<file path="src/verilog/masb_pkg.sv">
package masb_pkg;

  // register byte offsets
  localparam logic [7:0] MASB_OFF_FEATURE  = 8'h00;
  localparam logic [7:0] MASB_OFF_SECCNT   = 8'h04;
  localparam logic [7:0] MASB_OFF_SECNUM   = 8'h08;
  localparam logic [7:0] MASB_OFF_CYLLO    = 8'h0c;
  localparam logic [7:0] MASB_OFF_CYLHI    = 8'h10;
  localparam logic [7:0] MASB_OFF_DEVHEAD  = 8'h14;
  localparam logic [7:0] MASB_OFF_COMMAND  = 8'h18;
  localparam logic [7:0] MASB_OFF_DATA     = 8'h1c;
  localparam logic [7:0] MASB_OFF_ERROR    = 8'h20;
  localparam logic [7:0] MASB_OFF_STATUS   = 8'h24;
  localparam logic [7:0] MASB_OFF_INTSTAT  = 8'h28;
  localparam logic [7:0] MASB_OFF_INTMASK  = 8'h2c;
  localparam logic [7:0] MASB_OFF_MULTI    = 8'h30;
  localparam logic [7:0] MASB_OFF_SECSTATE = 8'h34;

  // command and subcommand codes
  localparam logic [7:0] MASB_CMD_NATIVE   = 8'hf8;
  localparam logic [7:0] MASB_CMD_SETMAX   = 8'hf9;
  localparam logic [7:0] MASB_CMD_SETMULTI = 8'hc6;
  localparam logic [7:0] MASB_FT_PASSWORD  = 8'h01;
  localparam logic [7:0] MASB_FT_LOCK      = 8'h02;
  localparam logic [7:0] MASB_FT_UNLOCK    = 8'h03;
  localparam logic [7:0] MASB_FT_FREEZE    = 8'h04;

  // field positions
  localparam int MASB_ERR_ABORT_BIT = 2;
  localparam int MASB_ST_BUSY_BIT   = 7;
  localparam int MASB_ST_READY_BIT  = 6;
  localparam int MASB_ST_DRQ_BIT    = 3;
  localparam int MASB_ST_ERR_BIT    = 0;
  localparam int MASB_DH_LBA_BIT    = 6;
  localparam int MASB_INT_DONE_BIT  = 0;
  localparam int MASB_INT_ABORT_BIT = 1;

  // counts and reset values
  localparam logic [2:0]  MASB_UNLOCK_TRIES = 3'h5;
  localparam logic [7:0]  MASB_SECTOR_WORDS = 8'hff;  // last word index
  localparam logic [7:0]  MASB_PW_FIRST     = 8'h01;
  localparam logic [7:0]  MASB_PW_LAST      = 8'h10;
  localparam int          MASB_PW_WORDS     = 16;
  localparam logic [27:0] MASB_NATIVE_MAX   = 28'h3ffffff;
  localparam logic [1:0]  MASB_INT_RESET    = 2'h0;

  typedef struct packed {
    logic [7:0] feature;
    logic [7:0] seccnt;
    logic [7:0] secnum;
    logic [7:0] cyllo;
    logic [7:0] cylhi;
    logic [7:0] devhead;
  } masb_taskfile_t;

  typedef struct packed {
    logic       frozen;
    logic       locked;
    logic [2:0] tries;
  } masb_secstate_t;

  typedef enum logic [1:0] {MASB_IDLE, MASB_EXEC, MASB_XFER, MASB_FIN} masb_state_t;

endpackage

</file>
<file path="src/verilog/masb_top.sv">
// The address map and the APB interface to the registers were decided locally.
`timescale 1ns/1ps
module masb_top
  import masb_pkg::*;
(
  // clock and reset
  input  wire logic        MCLK,
  input  wire logic        RST,
  // apb slave
  input  wire logic        PSEL,
  input  wire logic        PENABLE,
  input  wire logic        PWRITE,
  input  wire logic [7:0]  PADDR,
  input  wire logic [31:0] PWDATA,
  output logic      [31:0] PRDATA,
  output logic             PREADY,
  output logic             PSLVERR,
  // interrupt
  output logic             IRQ
);
  import masb_pkg::*;

  masb_state_t    state_r;
  masb_taskfile_t tf_r;
  masb_secstate_t sec_r;
  logic [7:0]     cmd_r;
  logic [7:0]     widx_r;
  logic           mismatch_r;
  logic           native_prev_r;
  logic           err_r;
  logic           multi_en_r;
  logic [4:0]     multi_size_r;
  logic [1:0]     int_stat_r;
  logic [1:0]     int_mask_r;
  logic [15:0]    pw_r [MASB_PW_WORDS];

  logic        wr;
  logic        rd;
  logic        idle;
  logic        fin;
  logic        abrt;
  logic        go_xfer;
  logic        do_native;
  logic        do_setmax;
  logic        do_lock;
  logic        do_freeze;
  logic        do_unlock_ok;
  logic        do_unlock_bad;
  logic        do_multi;
  logic        lba_mode;
  logic [27:0] req_addr;
  logic [1:0]  int_evt;
  logic [7:0]  status_byte;
  logic [7:0]  error_byte;

  function automatic logic hit(input logic [7:0] addr, input logic [7:0] off);
    return addr == off;
  endfunction

  function automatic logic size_ok(input logic [7:0] n);
    return n == 8'h00 || n == 8'h02 || n == 8'h04 || n == 8'h08 || n == 8'h10;
  endfunction

  function automatic logic mapped(input logic [7:0] addr);
    return addr[1:0] == 2'h0 && addr <= MASB_OFF_SECSTATE;
  endfunction

  // zero-wait slave: every access completes in its access phase
  assign PREADY  = 1'b1;
  assign PSLVERR = PSEL & PENABLE & ~mapped(PADDR);
  assign wr      = PSEL & PENABLE & PWRITE & mapped(PADDR);
  assign rd      = PSEL & ~PWRITE;
  assign idle    = state_r == MASB_IDLE;
  assign IRQ     = |(int_stat_r & int_mask_r);

  assign lba_mode = tf_r.devhead[MASB_DH_LBA_BIT];
  assign req_addr = {tf_r.devhead[3:0], tf_r.cylhi, tf_r.cyllo, tf_r.secnum};

  // command decode: exec decides, fin closes data-phase subcommands
  always_comb begin
    fin           = 1'b0;
    abrt          = 1'b0;
    go_xfer       = 1'b0;
    do_native     = 1'b0;
    do_setmax     = 1'b0;
    do_lock       = 1'b0;
    do_freeze     = 1'b0;
    do_unlock_ok  = 1'b0;
    do_unlock_bad = 1'b0;
    do_multi      = 1'b0;
    if (state_r == MASB_EXEC) begin
      fin = 1'b1;
      unique case (cmd_r)
        MASB_CMD_NATIVE: begin
          do_native = 1'b1;
        end
        MASB_CMD_SETMAX: begin
          if (native_prev_r) begin
            // range check only possible for LBA requests
            abrt      = sec_r.locked | sec_r.frozen |
                        (lba_mode & (req_addr > MASB_NATIVE_MAX));
            do_setmax = ~abrt;
          end else begin
            unique case (tf_r.feature)
              MASB_FT_PASSWORD: begin
                abrt    = sec_r.locked | sec_r.frozen;
                go_xfer = ~abrt;
              end
              MASB_FT_LOCK: begin
                abrt    = sec_r.locked | sec_r.frozen;
                do_lock = ~abrt;
              end
              MASB_FT_UNLOCK: begin
                abrt    = sec_r.frozen | (sec_r.tries == 3'h0);
                go_xfer = ~abrt;
              end
              MASB_FT_FREEZE: begin
                do_freeze = 1'b1;
              end
              default: begin
                abrt = 1'b1;
              end
            endcase
            // data-phase subcommands report in their final cycle instead
            fin = ~go_xfer;
          end
        end
        MASB_CMD_SETMULTI: begin
          do_multi = 1'b1;
          abrt     = ~size_ok(tf_r.seccnt);
        end
        default: begin
          abrt = 1'b1;
        end
      endcase
    end else if (state_r == MASB_FIN) begin
      fin = 1'b1;
      if (cmd_r == MASB_CMD_SETMAX && tf_r.feature == MASB_FT_UNLOCK) begin
        abrt          = mismatch_r;
        do_unlock_bad = mismatch_r;
        do_unlock_ok  = ~mismatch_r;
      end
    end
  end

  // sequencing
  always_ff @(posedge MCLK or posedge RST) begin
    if (RST) begin
      state_r <= MASB_IDLE;
    end else begin
      unique case (state_r)
        MASB_IDLE: begin
          if (wr && hit(PADDR, MASB_OFF_COMMAND)) begin
            state_r <= MASB_EXEC;
          end
        end
        MASB_EXEC: begin
          state_r <= go_xfer ? MASB_XFER : MASB_IDLE;
        end
        MASB_XFER: begin
          // every word counts towards the length, reserved ones too
          if (wr && hit(PADDR, MASB_OFF_DATA) && widx_r == MASB_SECTOR_WORDS) begin
            state_r <= MASB_FIN;
          end
        end
        MASB_FIN: begin
          state_r <= MASB_IDLE;
        end
      endcase
    end
  end

  always_ff @(posedge MCLK or posedge RST) begin
    if (RST) begin
      cmd_r <= 8'h00;
    end else if (idle && wr && hit(PADDR, MASB_OFF_COMMAND)) begin
      cmd_r <= PWDATA[7:0];
    end
  end

  // a command counts as following read-native only if nothing came between
  always_ff @(posedge MCLK or posedge RST) begin
    if (RST) begin
      native_prev_r <= 1'b0;
    end else if (fin) begin
      native_prev_r <= do_native;
    end
  end

  // sector data phase
  always_ff @(posedge MCLK or posedge RST) begin
    if (RST) begin
      widx_r     <= 8'h00;
      mismatch_r <= 1'b0;
    end else if (go_xfer) begin
      widx_r     <= 8'h00;
      mismatch_r <= 1'b0;
    end else if (state_r == MASB_XFER && wr && hit(PADDR, MASB_OFF_DATA)) begin
      widx_r <= widx_r + 8'h01;
      if (widx_r >= MASB_PW_FIRST && widx_r <= MASB_PW_LAST &&
          PWDATA[15:0] != pw_r[4'(widx_r - 8'h01)]) begin
        mismatch_r <= 1'b1;
      end
    end
  end

  // password store; reserved words of the sector are dropped
  always_ff @(posedge MCLK or posedge RST) begin
    if (RST) begin
      for (int i = 0; i < MASB_PW_WORDS; i++) begin
        pw_r[i] <= 16'h0000;
      end
    end else if (state_r == MASB_XFER && wr && hit(PADDR, MASB_OFF_DATA) &&
                 tf_r.feature == MASB_FT_PASSWORD &&
                 widx_r >= MASB_PW_FIRST && widx_r <= MASB_PW_LAST) begin
      pw_r[4'(widx_r - 8'h01)] <= PWDATA[15:0];
    end
  end

  // security state; reset stands in for power cycle and hard reset
  always_ff @(posedge MCLK or posedge RST) begin
    if (RST) begin
      sec_r <= '{frozen: 1'b0, locked: 1'b0, tries: MASB_UNLOCK_TRIES};
    end else begin
      if (state_r == MASB_FIN && tf_r.feature == MASB_FT_PASSWORD) begin
        sec_r.locked <= 1'b0;
      end
      if (do_lock) begin
        sec_r.locked <= 1'b1;
      end
      if (do_freeze) begin
        sec_r.frozen <= 1'b1;
        sec_r.locked <= 1'b0;
      end
      if (do_unlock_ok) begin
        // a good password does not give back spent attempts
        sec_r.locked <= 1'b0;
      end
      if (do_unlock_bad) begin
        sec_r.tries <= sec_r.tries - 3'h1;
      end
    end
  end

  always_ff @(posedge MCLK or posedge RST) begin
    if (RST) begin
      multi_en_r   <= 1'b0;
      multi_size_r <= 5'h00;
    end else if (do_multi) begin
      // invalid size falls back to disabled
      multi_en_r   <= ~abrt && tf_r.seccnt != 8'h00;
      multi_size_r <= abrt ? 5'h00 : tf_r.seccnt[4:0];
    end
  end

  // task file: host writes while idle, device returns max address
  always_ff @(posedge MCLK or posedge RST) begin
    if (RST) begin
      tf_r <= '0;
    end else if (do_native || do_setmax) begin
      // both modes report the same split; CHS reads it as sector/cyl/head
      tf_r.secnum       <= do_native ? MASB_NATIVE_MAX[7:0]   : req_addr[7:0];
      tf_r.cyllo        <= do_native ? MASB_NATIVE_MAX[15:8]  : req_addr[15:8];
      tf_r.cylhi        <= do_native ? MASB_NATIVE_MAX[23:16] : req_addr[23:16];
      tf_r.devhead[3:0] <= do_native ? MASB_NATIVE_MAX[27:24] : req_addr[27:24];
    end else if (idle && wr) begin
      // busy or data phase: task-file writes are dropped
      unique case (PADDR)
        MASB_OFF_FEATURE: tf_r.feature <= PWDATA[7:0];
        MASB_OFF_SECCNT:  tf_r.seccnt  <= PWDATA[7:0];
        MASB_OFF_SECNUM:  tf_r.secnum  <= PWDATA[7:0];
        MASB_OFF_CYLLO:   tf_r.cyllo   <= PWDATA[7:0];
        MASB_OFF_CYLHI:   tf_r.cylhi   <= PWDATA[7:0];
        MASB_OFF_DEVHEAD: tf_r.devhead <= PWDATA[7:0];
        default: begin
        end
      endcase
    end
  end

  // error stands until the next command starts executing
  always_ff @(posedge MCLK or posedge RST) begin
    if (RST) begin
      err_r <= 1'b0;
    end else if (fin) begin
      err_r <= abrt;
    end else if (state_r == MASB_EXEC) begin
      err_r <= 1'b0;
    end
  end

  // status and error bytes placed by the package bit positions
  always_comb begin
    status_byte                    = 8'h00;
    status_byte[MASB_ST_BUSY_BIT]  = state_r == MASB_EXEC || state_r == MASB_FIN;
    status_byte[MASB_ST_READY_BIT] = 1'b1;
    status_byte[MASB_ST_DRQ_BIT]   = state_r == MASB_XFER;
    status_byte[MASB_ST_ERR_BIT]   = err_r;
  end

  always_comb begin
    error_byte                     = 8'h00;
    error_byte[MASB_ERR_ABORT_BIT] = err_r;
  end

  // completion and abort events for the sticky status
  always_comb begin
    int_evt                     = 2'h0;
    int_evt[MASB_INT_DONE_BIT]  = fin;
    int_evt[MASB_INT_ABORT_BIT] = fin & abrt;
  end

  // sticky events; a new event wins over a same-cycle clear
  always_ff @(posedge MCLK or posedge RST) begin
    if (RST) begin
      int_stat_r <= MASB_INT_RESET;
      int_mask_r <= MASB_INT_RESET;
    end else begin
      if (wr && hit(PADDR, MASB_OFF_INTMASK)) begin
        int_mask_r <= PWDATA[1:0];
      end
      int_stat_r <= (int_stat_r & ~((wr && hit(PADDR, MASB_OFF_INTSTAT)) ? PWDATA[1:0] : 2'h0))
                    | int_evt;
    end
  end

  // loaded in the setup cycle so it stands through the access phase
  always_ff @(posedge MCLK or posedge RST) begin
    if (RST) begin
      PRDATA <= 32'h0000_0000;
    end else if (rd && !PENABLE) begin
      unique case (PADDR)
        MASB_OFF_FEATURE:  PRDATA <= {24'h0, tf_r.feature};
        MASB_OFF_SECCNT:   PRDATA <= {24'h0, tf_r.seccnt};
        MASB_OFF_SECNUM:   PRDATA <= {24'h0, tf_r.secnum};
        MASB_OFF_CYLLO:    PRDATA <= {24'h0, tf_r.cyllo};
        MASB_OFF_CYLHI:    PRDATA <= {24'h0, tf_r.cylhi};
        MASB_OFF_DEVHEAD:  PRDATA <= {24'h0, tf_r.devhead};
        MASB_OFF_COMMAND:  PRDATA <= {24'h0, cmd_r};
        MASB_OFF_ERROR:    PRDATA <= {24'h0, error_byte};
        MASB_OFF_STATUS:   PRDATA <= {24'h0, status_byte};
        MASB_OFF_INTSTAT:  PRDATA <= {30'h0, int_stat_r};
        MASB_OFF_INTMASK:  PRDATA <= {30'h0, int_mask_r};
        MASB_OFF_MULTI:    PRDATA <= {26'h0, multi_en_r, multi_size_r};
        MASB_OFF_SECSTATE: PRDATA <= {27'h0, sec_r};
        default:           PRDATA <= 32'h0000_0000;
      endcase
    end
  end

endmodule

</file>
<file path="config.mk">
export PLATFORM = sky130hd
export DESIGN_NAME = masb_top
export DESIGN_NICKNAME = d
export VERILOG_FILES = /design/src/verilog/masb_pkg.sv /design/src/verilog/masb_top.sv
export SDC_FILE = /design/constraint.sdc
export NUM_CORES = 1
export LEC_CHECK = 0
export BUFFER_PORTS_ARGS = -buffer_cell sky130_fd_sc_hd__clkbuf_2
export CAP_MARGIN = 10
export CORE_MARGIN = 5
export CORE_UTILIZATION = 45
export DETAILED_ROUTE_END_ITERATION = 16
export SYNTH_ARGS = -nofsm -noshare
export SYNTH_HDL_FRONTEND = slang
export SYNTH_SLANG_ARGS = --single-unit
export TNS_END_PERCENT = 20
</file>
<file path="constraint.sdc">
create_clock -name MCLK -period 15.94 [get_ports MCLK]
set_input_delay 3.188 -clock MCLK [delete_from_list [all_inputs] [get_ports MCLK]]
set_output_delay 3.188 -clock MCLK [all_outputs]
set_load 0.05 [all_outputs]
</file>
## Yosys cells after proc, flatten, opt, wreduce, memory -nomap -nowiden

Cells that the tools add are included.

- Bits in registers: 372
- Bits of input ports: 45
- Output and inout port bits: 35
- Word-level logic and storage cells: 225

- $add $sub $neg: 3
- Order comparisons: 6
- Eq/ne operators: 32
- Mux-type cells: 69
- Bitwise gates (word level): 25
- Reductions and logical operators: 53

Operators by type and width:

| cell | count |
|---|---|
| $bwmux 256 | 1 |
| $pmux 8 s13 | 1 |
| $bmux 16 s4 | 1 |
| $demux 16 s4 | 1 |
| $mux 8 | 7 |
| $eq 8x6->1 const B | 6 |
| $mux 16 | 3 |
| $mux 1 | 42 |
| $eq 8x5->1 const B | 5 |
| $eq 8x8->1 const B | 4 |
| $mux 32 | 1 |
| $gt 28x26->1 const B | 1 |
| $eq 8x2->1 const B | 3 |
| $eq 8x3->1 const B | 3 |
| $eq 8x4->1 const B | 3 |
| $mux 24 | 1 |
| $reduce_and 3->1 | 7 |
| $logic_and 1x1->1 | 20 |
| $logic_not 8->1 | 2 |
| $ne 16x16->1 | 1 |
| $reduce_bool 2->1 | 8 |
| $not 1->1 | 10 |
| $add 8x1->8 const B | 1 |
| $eq 8x1->1 const B | 1 |
| 31 further kinds | 55 |

## Depth between registers and ports, before layout

Gate-level depths: netlist of run 1.

- Depth after elaboration: 13
- Depth in mapped cells: 15
- Gate-level depth less buffers: 9

## Worst setup path after synthesis of run 1

Ideal clock, no wire load.

- Path type: input-to-output
- From: input port PADDR[4]
- To: output port PSLVERR
- Arrival time: 4,128 ps
- Setup slack: 8,624 ps
- Cell stages on the path: 2
- Buffers on the path: 0
- Path through: nand3_1 -> a31oi_1

- Longest elaborated chain between the ends: 4

Ends and longest elaborated chain:

| what | line | source |
|---|---|---|
| start, declared | masb_top.sv:13 | `input wire logic [7:0] PADDR,` |
| $le 8x6->1 | masb_top.sv:65 | `return addr[1:0] == 2'h0 && addr <= MASB_OFF_SECSTATE;` |
| $logic_and 1x1->1 | masb_top.sv:65 |  |
| $not 1->1 | masb_top.sv:70 | `assign PSLVERR = PSEL & PENABLE & ~mapped(PADDR);` |
| $and 1x1->1 | masb_top.sv:70 |  |
| end, declared | masb_top.sv:17 | `output logic PSLVERR,` |

Every way passes these cells.

## Worst setup path in the final report of run 1

Ends and elaborated chain as after synthesis.

==> run metrics, run 1 <==
routability cong.=0.8225; Total Routed Length=39.86 mm; Inserted Diodes=0; Finish-stage setup viols=0; fraction of layout cells with a size suffix above 1=0.3986; CTS Root Cell=clkbuf_16; first-pass GRT wire length=63.16 mm; die height=204.8 microns; Final period util=0.4465; setup ws final=8.823 ns; CTS buffer count=39; vias in the first global route=10450; row cnt=71; max_slew headroom=0.1602; Remaining DRCs=0; post-CTS setup repair buffer count=0; initial antenna violation count=0; Post-CTS Hold Buffers=0; vias per cell=5.634; detailed-route via count=9933; Post-CTS Resized=0; remaining global-route overflow=0; pre-CTS WS=8.812 ns; highest ir drop seen on vdd=0.0001116 V; number of nets with antenna violations after routing=0; IO Pins=80; Netlist cell types=64; clock tree buffer depth=3; highest clock rate=140.5 MHz; PortBufs=38; nets=1279; Worst-Margin Slew=1.260 ns; CP required=12.75 ns; status=finished, final reports clean; minimum hold slack=0.4788 ns; CP Class=input port to output port; starting DRC count in detailed routing=518; Critical Path Sink Type=output port; clk slew on worst S/H paths=0.05 ns; pin count of the biggest net entering global routing=166; dpl cells=1694; synth-to-layout area growth=9.880%; Clock Skew=0.01804 ns; Gate Count Post-Synth=1214; WL/cell=22.61 microns; post-synthesis register bit count=348; CORE AREA=37580 sq um; EDFF count, synth=0; critical path arrival=3.93 ns; Hold Crit Class=register to register; Final Hold Vio Count=0; synthesized cell area=17080 sq um; Finished Layout Cells=1763; sequential-to-total area share from yosys stat=0.5099; H-tree Lvls=2; Max-Cap Viols=0; Yosys top cell area share=0.5068; clk sinks=348; Starting Density=0.4546; Setup TNS=0 ns; Main synth FF type=dfrtp_1; worst-path fanout max=6; synthesized area per cell=14.07 sq um; Period minus WS final=7.117 ns; HPWL Detailed=23.75 mm; CTS tree=yes; Pwr Total=1.833 mW; ranking of synthesized cells by area=dfrtp_1 (51%), mux2_2 (14%), mux4_2 (8.4%); pwr dens=97.67 nW/um^2; CP startpoint kind=input port; RSZ-0062 raised after global routing=false; Synth async-reset ratio=1.000; 1st-pass router iterations=5; leakage power=9.064 nW; reg2reg setup slack=11.36 ns; Die Wd=204.8 microns; GR Util All Layers=0.1941; synth warn=0; die area=41960 sq um; largest area contributor in the netlist=dfrtp_1; Final Max Slew Viols=0; Clock Latency Late Sink=0.54 ns
==> Yosys cell counts, drive strengths merged (4+ instances only) <==
cell type,count
dfrtp,346
mux2,287
mux4,64
buf,63
nand2,60
mux2i,49
clkbuf,47
o21ai,38
nor2,36
xor2,21
nand3,17
a21oi,15
and2,15
a22oi,13
and3,13
nor3,12
a22o,11
inv,10
nor4,10
a221oi,9
ha,9
a31oi,8
nand4,8
a31o,5
xnor2,5
nor3b,4
or3,4
==> per-stage QoR <==
step,util,cell area [sq um]
after detailed placement,0.4661,17510
after floorplan,-,17170
after CTS,0.4994,18760
final,0.4996,18770
after global routing,0.4996,18770
after global placement,0.4661,17510
==> layout make-up <==
class	count	area, sq um
well taps	511	639.4
multi-input cells	769	7777
inverters	10	45.04
clock inverters	11	75.07
repair buffers	57	345.3
clock buffers	57	1175
fillers	3263	18810
flip-flops and latches	348	8715
==> cell usage in the layout, fill, tap and decap left out, drive strengths merged, types with 5 or more instances in the layout <==
cell type	instances
and3	13
ha	9
a22oi	13
nand4	8
nor4	10
dfrtp	346
a21oi	15
mux2	287
nor2	36
mux4	64
mux2i	49
inv	11
nand2	60
and2	15
xnor2	5
o21ai	38
nor3	12
conb	25
clkinv	8
clkbuf	95
a31oi	8
a31o	5
xor2	21
nand3	17
a22o	11
buf	19
a221oi	9
==> worst paths after layout <==
check                                           endpoint                      from  depth (start not counted)
max in group asynchronous          pw_r[255]$_DFFE_PP0P_                       RST                          3
worst max-delay path                             PSLVERR                  PADDR[4]                          4
worst min register to register  req_addr[16]$_DFFE_PP0P_  req_addr[16]$_DFFE_PP0P_                          2
worst max register to register    mismatch_r$_DFFE_PP0P_     widx_r[0]$_DFFE_PP0P_                         10
min in group asynchronous          pw_r[198]$_DFFE_PP0P_                       RST                          2
worst min-delay path            req_addr[16]$_DFFE_PP0P_  req_addr[16]$_DFFE_PP0P_                          2
==> worst max-delay path: stages <==
cell and delay [ns]:
clkbuf_2 0.14, nand3_1 0.13, a31oi_1 0.18, clkbuf_2 0.30
==> kinds of logic after synthesis <==
| kind of cell | Yosys count | synth area share |
|---|---|---|
| AO/OA/AOI/OAI | 114 | 0.04416 |
| multiplexers | 400 | 0.3176 |
| buffers and inverters | 120 | 0.04226 |
| other | 2 | 0.0004396 |
| flip-flops | 348 | 0.5099 |
| adder cells (fa/ha/maj) | 10 | 0.007178 |
| XOR/XNOR | 26 | 0.01421 |
| AND/OR/NAND/NOR | 194 | 0.06423 |
==> registers in the layout, summed over array words and instances, names as in the netlist, 5 cells and up, named ones only <==
| signal | count |
|---|---|
| widx_r | 8 |
| tf_r | 19 |
| cmd_r | 8 |
| sec_r | 5 |
| req_addr | 28 |
| multi_size_r | 5 |
| PRDATA | 8 |
| pw_r | 256 |
==> routing by layer <==
metal,part of all wire,GRT usage,vias up,wire [microns]
met5,0,0,-,0
met4,0.029,0.05863,0,1157
met3,0.040,0.02929,72,1609
met2,0.48,0.3201,214,19180
met1,0.45,0.2684,5214,17910
li1,-,-,4433,-
==> power by group <==
group / internal [mW] / leakage (nW) / total, mW / switching [mW]
clock network: 0.511 / 0.618 / 0.871 / 0.359
logic: 0.0104 / 3.63 / 0.0740 / 0.0637
registers: 0.887 / 4.82 / 0.889 / 0.00189
total: 1.41 / 9.06 / 1.83 / 0.425
Power figures use the tool's default switching activity.
==> run 2: changes to the inputs <==
==> constraint.sdc (replaced) <==
create_clock -name MCLK -period 5.95 [get_ports MCLK]
set_input_delay 1.19 -clock MCLK [delete_from_list [all_inputs] [get_ports MCLK]]
set_output_delay 1.19 -clock MCLK [all_outputs]
set_load 0.05 [all_outputs]
==> run 2 against run 1 <==
Compared with the run above: via count increased by 0.46%; routed wire length rose by 0.73%; power grew to 2.7 times the previous value; critical endpoint is now mismatch_r$_DFFE_PP0P_.
==> run metrics, run 2 (synthesis gave the netlist of run 1 again) <==
Finish-stage setup viols=0 (unchanged); max_slew headroom=0.1926 (was 0.1602); first-pass GRT wire length=63.85 mm (was 63.16 mm); CP cell instances=inv_1 > ha_4 > buf_12 > mux4_2 > mux2i_1 > mux2i_1 > xor2_1 > nor4_1 > nand4_1 > a22o_1 (was clkbuf_2 > nand3_1 > a31oi_1 > clkbuf_2); Post-CTS Hold Buffers=0 (unchanged); vias per cell=5.641 (was 5.634); P_int=3.852 mW (was 1.408 mW); routability cong.=0.8339 (was 0.8225); pwr dens=264.6 nW/um^2 (was 97.67 nW/um^2); Clock Latency Late Sink=0.56 ns (was 0.54 ns); Top cell by count, worst path=mux2i_1 (was clkbuf_2); GR Util All Layers=0.1967 (was 0.1941); largest stage delay on the critical path=0.73 ns (was 0.30 ns); Period minus WS final=3.994 ns; Largest Register=pw_r (unchanged); row cnt=71 (unchanged); CP Capture Point=mismatch_r$_DFFE_PP0P_ (was PSLVERR); Psw=1.140 mW (was 425.0 uW); reg2reg start=widx_r[0]$_DFFE_PP0P_ (unchanged); CORE AREA=37580 sq um (unchanged); most common cell after layout, fill and taps aside=dfrtp_1 (unchanged); die area=41960 sq um (unchanged); cell depth of the worst hold path=2 (unchanged); CP startpoint kind=register (was input port); number of nets with antenna violations after routing=0 (unchanged); die height=204.8 microns (unchanged); Starting Density=0.4546 (unchanged); post-CTS setup repair buffer count=0 (unchanged); Post-CTS Resized=0 (unchanged); CP Class=register to register (was input port to output port); Total Routed Length=40.15 mm (was 39.86 mm); highest ir drop seen on vdd=0.0002783 V (was 0.0001116 V); Hold Crit Class=register to register (unchanged); most frequent cells in the layout=dfrtp_1 (345), mux2_2 (217), mux2_4 (70), mux4_2 (64), nand2_1 (60) (unchanged); highest clock rate=250.4 MHz; pin count of the biggest net entering global routing=142 (was 166); Clock Skew=0.02448 ns (was 0.01804 ns); CTS Root Cell=clkbuf_16 (unchanged); Worst-Margin Slew=1.211 ns (was 1.260 ns); 1st-pass router iterations=5 (unchanged); nets=1286 (was 1279); remaining global-route overflow=0 (unchanged); reg2reg setup slack=1.96 ns (was 11.36 ns); Final Hold Vio Count=0 (unchanged); Remaining DRCs=0 (unchanged); CP required=6.38 ns (was 12.75 ns); Max-Cap Viols=0 (unchanged); IO Pins=80 (unchanged); CP startpoint=widx_r[0]$_DFFE_PP0P_ (was PADDR[4]); Inserted Diodes=0 (unchanged); Critical Path Sink Type=register (was output port); cells on worst reg2reg path=10 (unchanged); Setup TNS=0 ns (unchanged); CTS buffer count=39 (unchanged); Final Max Slew Viols=0 (unchanged); initial antenna violation count=0 (unchanged); Comb power frac=0.040 (about the same); status=finished, final reports clean (unchanged); critical path arrival=4.42 ns (was 3.93 ns); Clk pwr share=0.483 (was 0.475); max reg flops=256 (unchanged); CTS tree=yes (unchanged); leakage power=9.105 nW (was 9.064 nW); fraction of layout cells with a size suffix above 1=0.3983 (was 0.3986); Final period util=0.6712; RSZ-0062 raised after global routing=false (unchanged); HPWL Detailed=24.49 mm (was 23.75 mm); WL/cell=22.69 microns (was 22.61 microns); Die Wd=204.8 microns (unchanged); clock tree buffer depth=3 (unchanged); Switching Fraction=0.2283 (was 0.2318); H-tree Lvls=2 (unchanged); clk sinks=348 (unchanged); synth-to-layout area growth=10.41% (was 9.880%); detailed-route via count=9979 (was 9933); starting DRC count in detailed routing=535 (was 518); vias in the first global route=10690 (was 10450); PortBufs=38 (unchanged); clk slew on worst S/H paths=0.06 ns (was 0.05 ns); Crit-path slowest cell=ha_4 (was clkbuf_2); Pwr Total=4.991 mW (was 1.833 mW); Worst R2R End=mismatch_r$_DFFE_PP0P_ (unchanged); worst-path fanout max=37 (was 6); Flop pwr share=0.477 (was 0.485)
[run 2: cell types whose count changed in the layout (fill, tap and decap cells not counted)]
cell        before  now
buf_12           1    2
buf_4           18   24
bufinv_16        0    2
clkbuf_1         6   10
clkbuf_8        11   10
clkinv_2         7    2
clkinvlp_4       2    1
inv_6            1    2
inv_8            1    0
[run 2: worst min-delay path by stage]
stage / startpoint / slack (ns) / to
2_1_floorplan: req_addr[3]$_DFFE_PP0P_ / 0.45 / req_addr[3]$_DFFE_PP0P_
4_1_cts: req_addr[20]$_DFFE_PP0P_ / 0.48 / req_addr[20]$_DFFE_PP0P_
3_5_place_dp: req_addr[20]$_DFFE_PP0P_ / 0.47 / req_addr[20]$_DFFE_PP0P_
5_1_grt: req_addr[20]$_DFFE_PP0P_ / 0.50 / req_addr[20]$_DFFE_PP0P_
6_report: req_addr[20]$_DFFE_PP0P_ / 0.48 / req_addr[20]$_DFFE_PP0P_
3_3_place_gp: req_addr[14]$_DFFE_PP0P_ / 0.47 / req_addr[14]$_DFFE_PP0P_
[run 2: stage by stage]
stage	utilization	worst slack (ns)	hold WS, ns	area (sq um)	instances
after global placement	0.4679	1.424	0.4651	17580	1702
after CTS	0.5020	1.885	0.4845	18860	1769
after global routing	0.5020	1.830	0.5030	18860	1769
after floorplan	-	0.1032	0.4497	17170	1237
final	0.5020	1.956	0.4795	18860	1769
after detailed placement	0.4679	1.418	0.4708	17580	1702
[run 2: critical path: cells and delay by family (launching register included)]
family / cells / cell delay, ns
and+or+nand+nor: 2 / 0.93
adders and majority gates: 1 / 0.73
DFF: 1 / 0.66
muxes: 3 / 0.66
buffers and inverters: 2 / 0.44
AOI/OAI and AO/OA: 1 / 0.26
xor gates and xnor gates: 1 / 0.16
[run 2: routing by layer]
metal  GRT usage  wire length, microns  vias up  part of all wire
met5           0                     0        -                 0
met4     0.05145                   860        0             0.021
met3     0.03641                  1632       61             0.041
met2      0.3213                 19340      190              0.48
met1      0.2736                 18320     5275              0.46
li1            -                     -     4453                 -
[run 2: layout make-up]
type,instances,area [sq um]
clock buffer,60,1176
clock inverter,7,103.9
fill,3277,18710
inverter,10,41.29
multi-input combinational,769,7777
sequential,348,8715
tap,511,639.4
timing repair buffer,64,410.4
[run 2: power by group through the flow]
stage	Clock (mW)	Sequential [mW]	Combinational [mW]
after floorplan	0	2.46	0.122
after global placement	0	2.42	0.204
after detailed placement	0	2.42	0.205
after CTS	2.48	2.38	0.205
after global routing	2.57	2.38	0.220
final	2.41	2.38	0.201
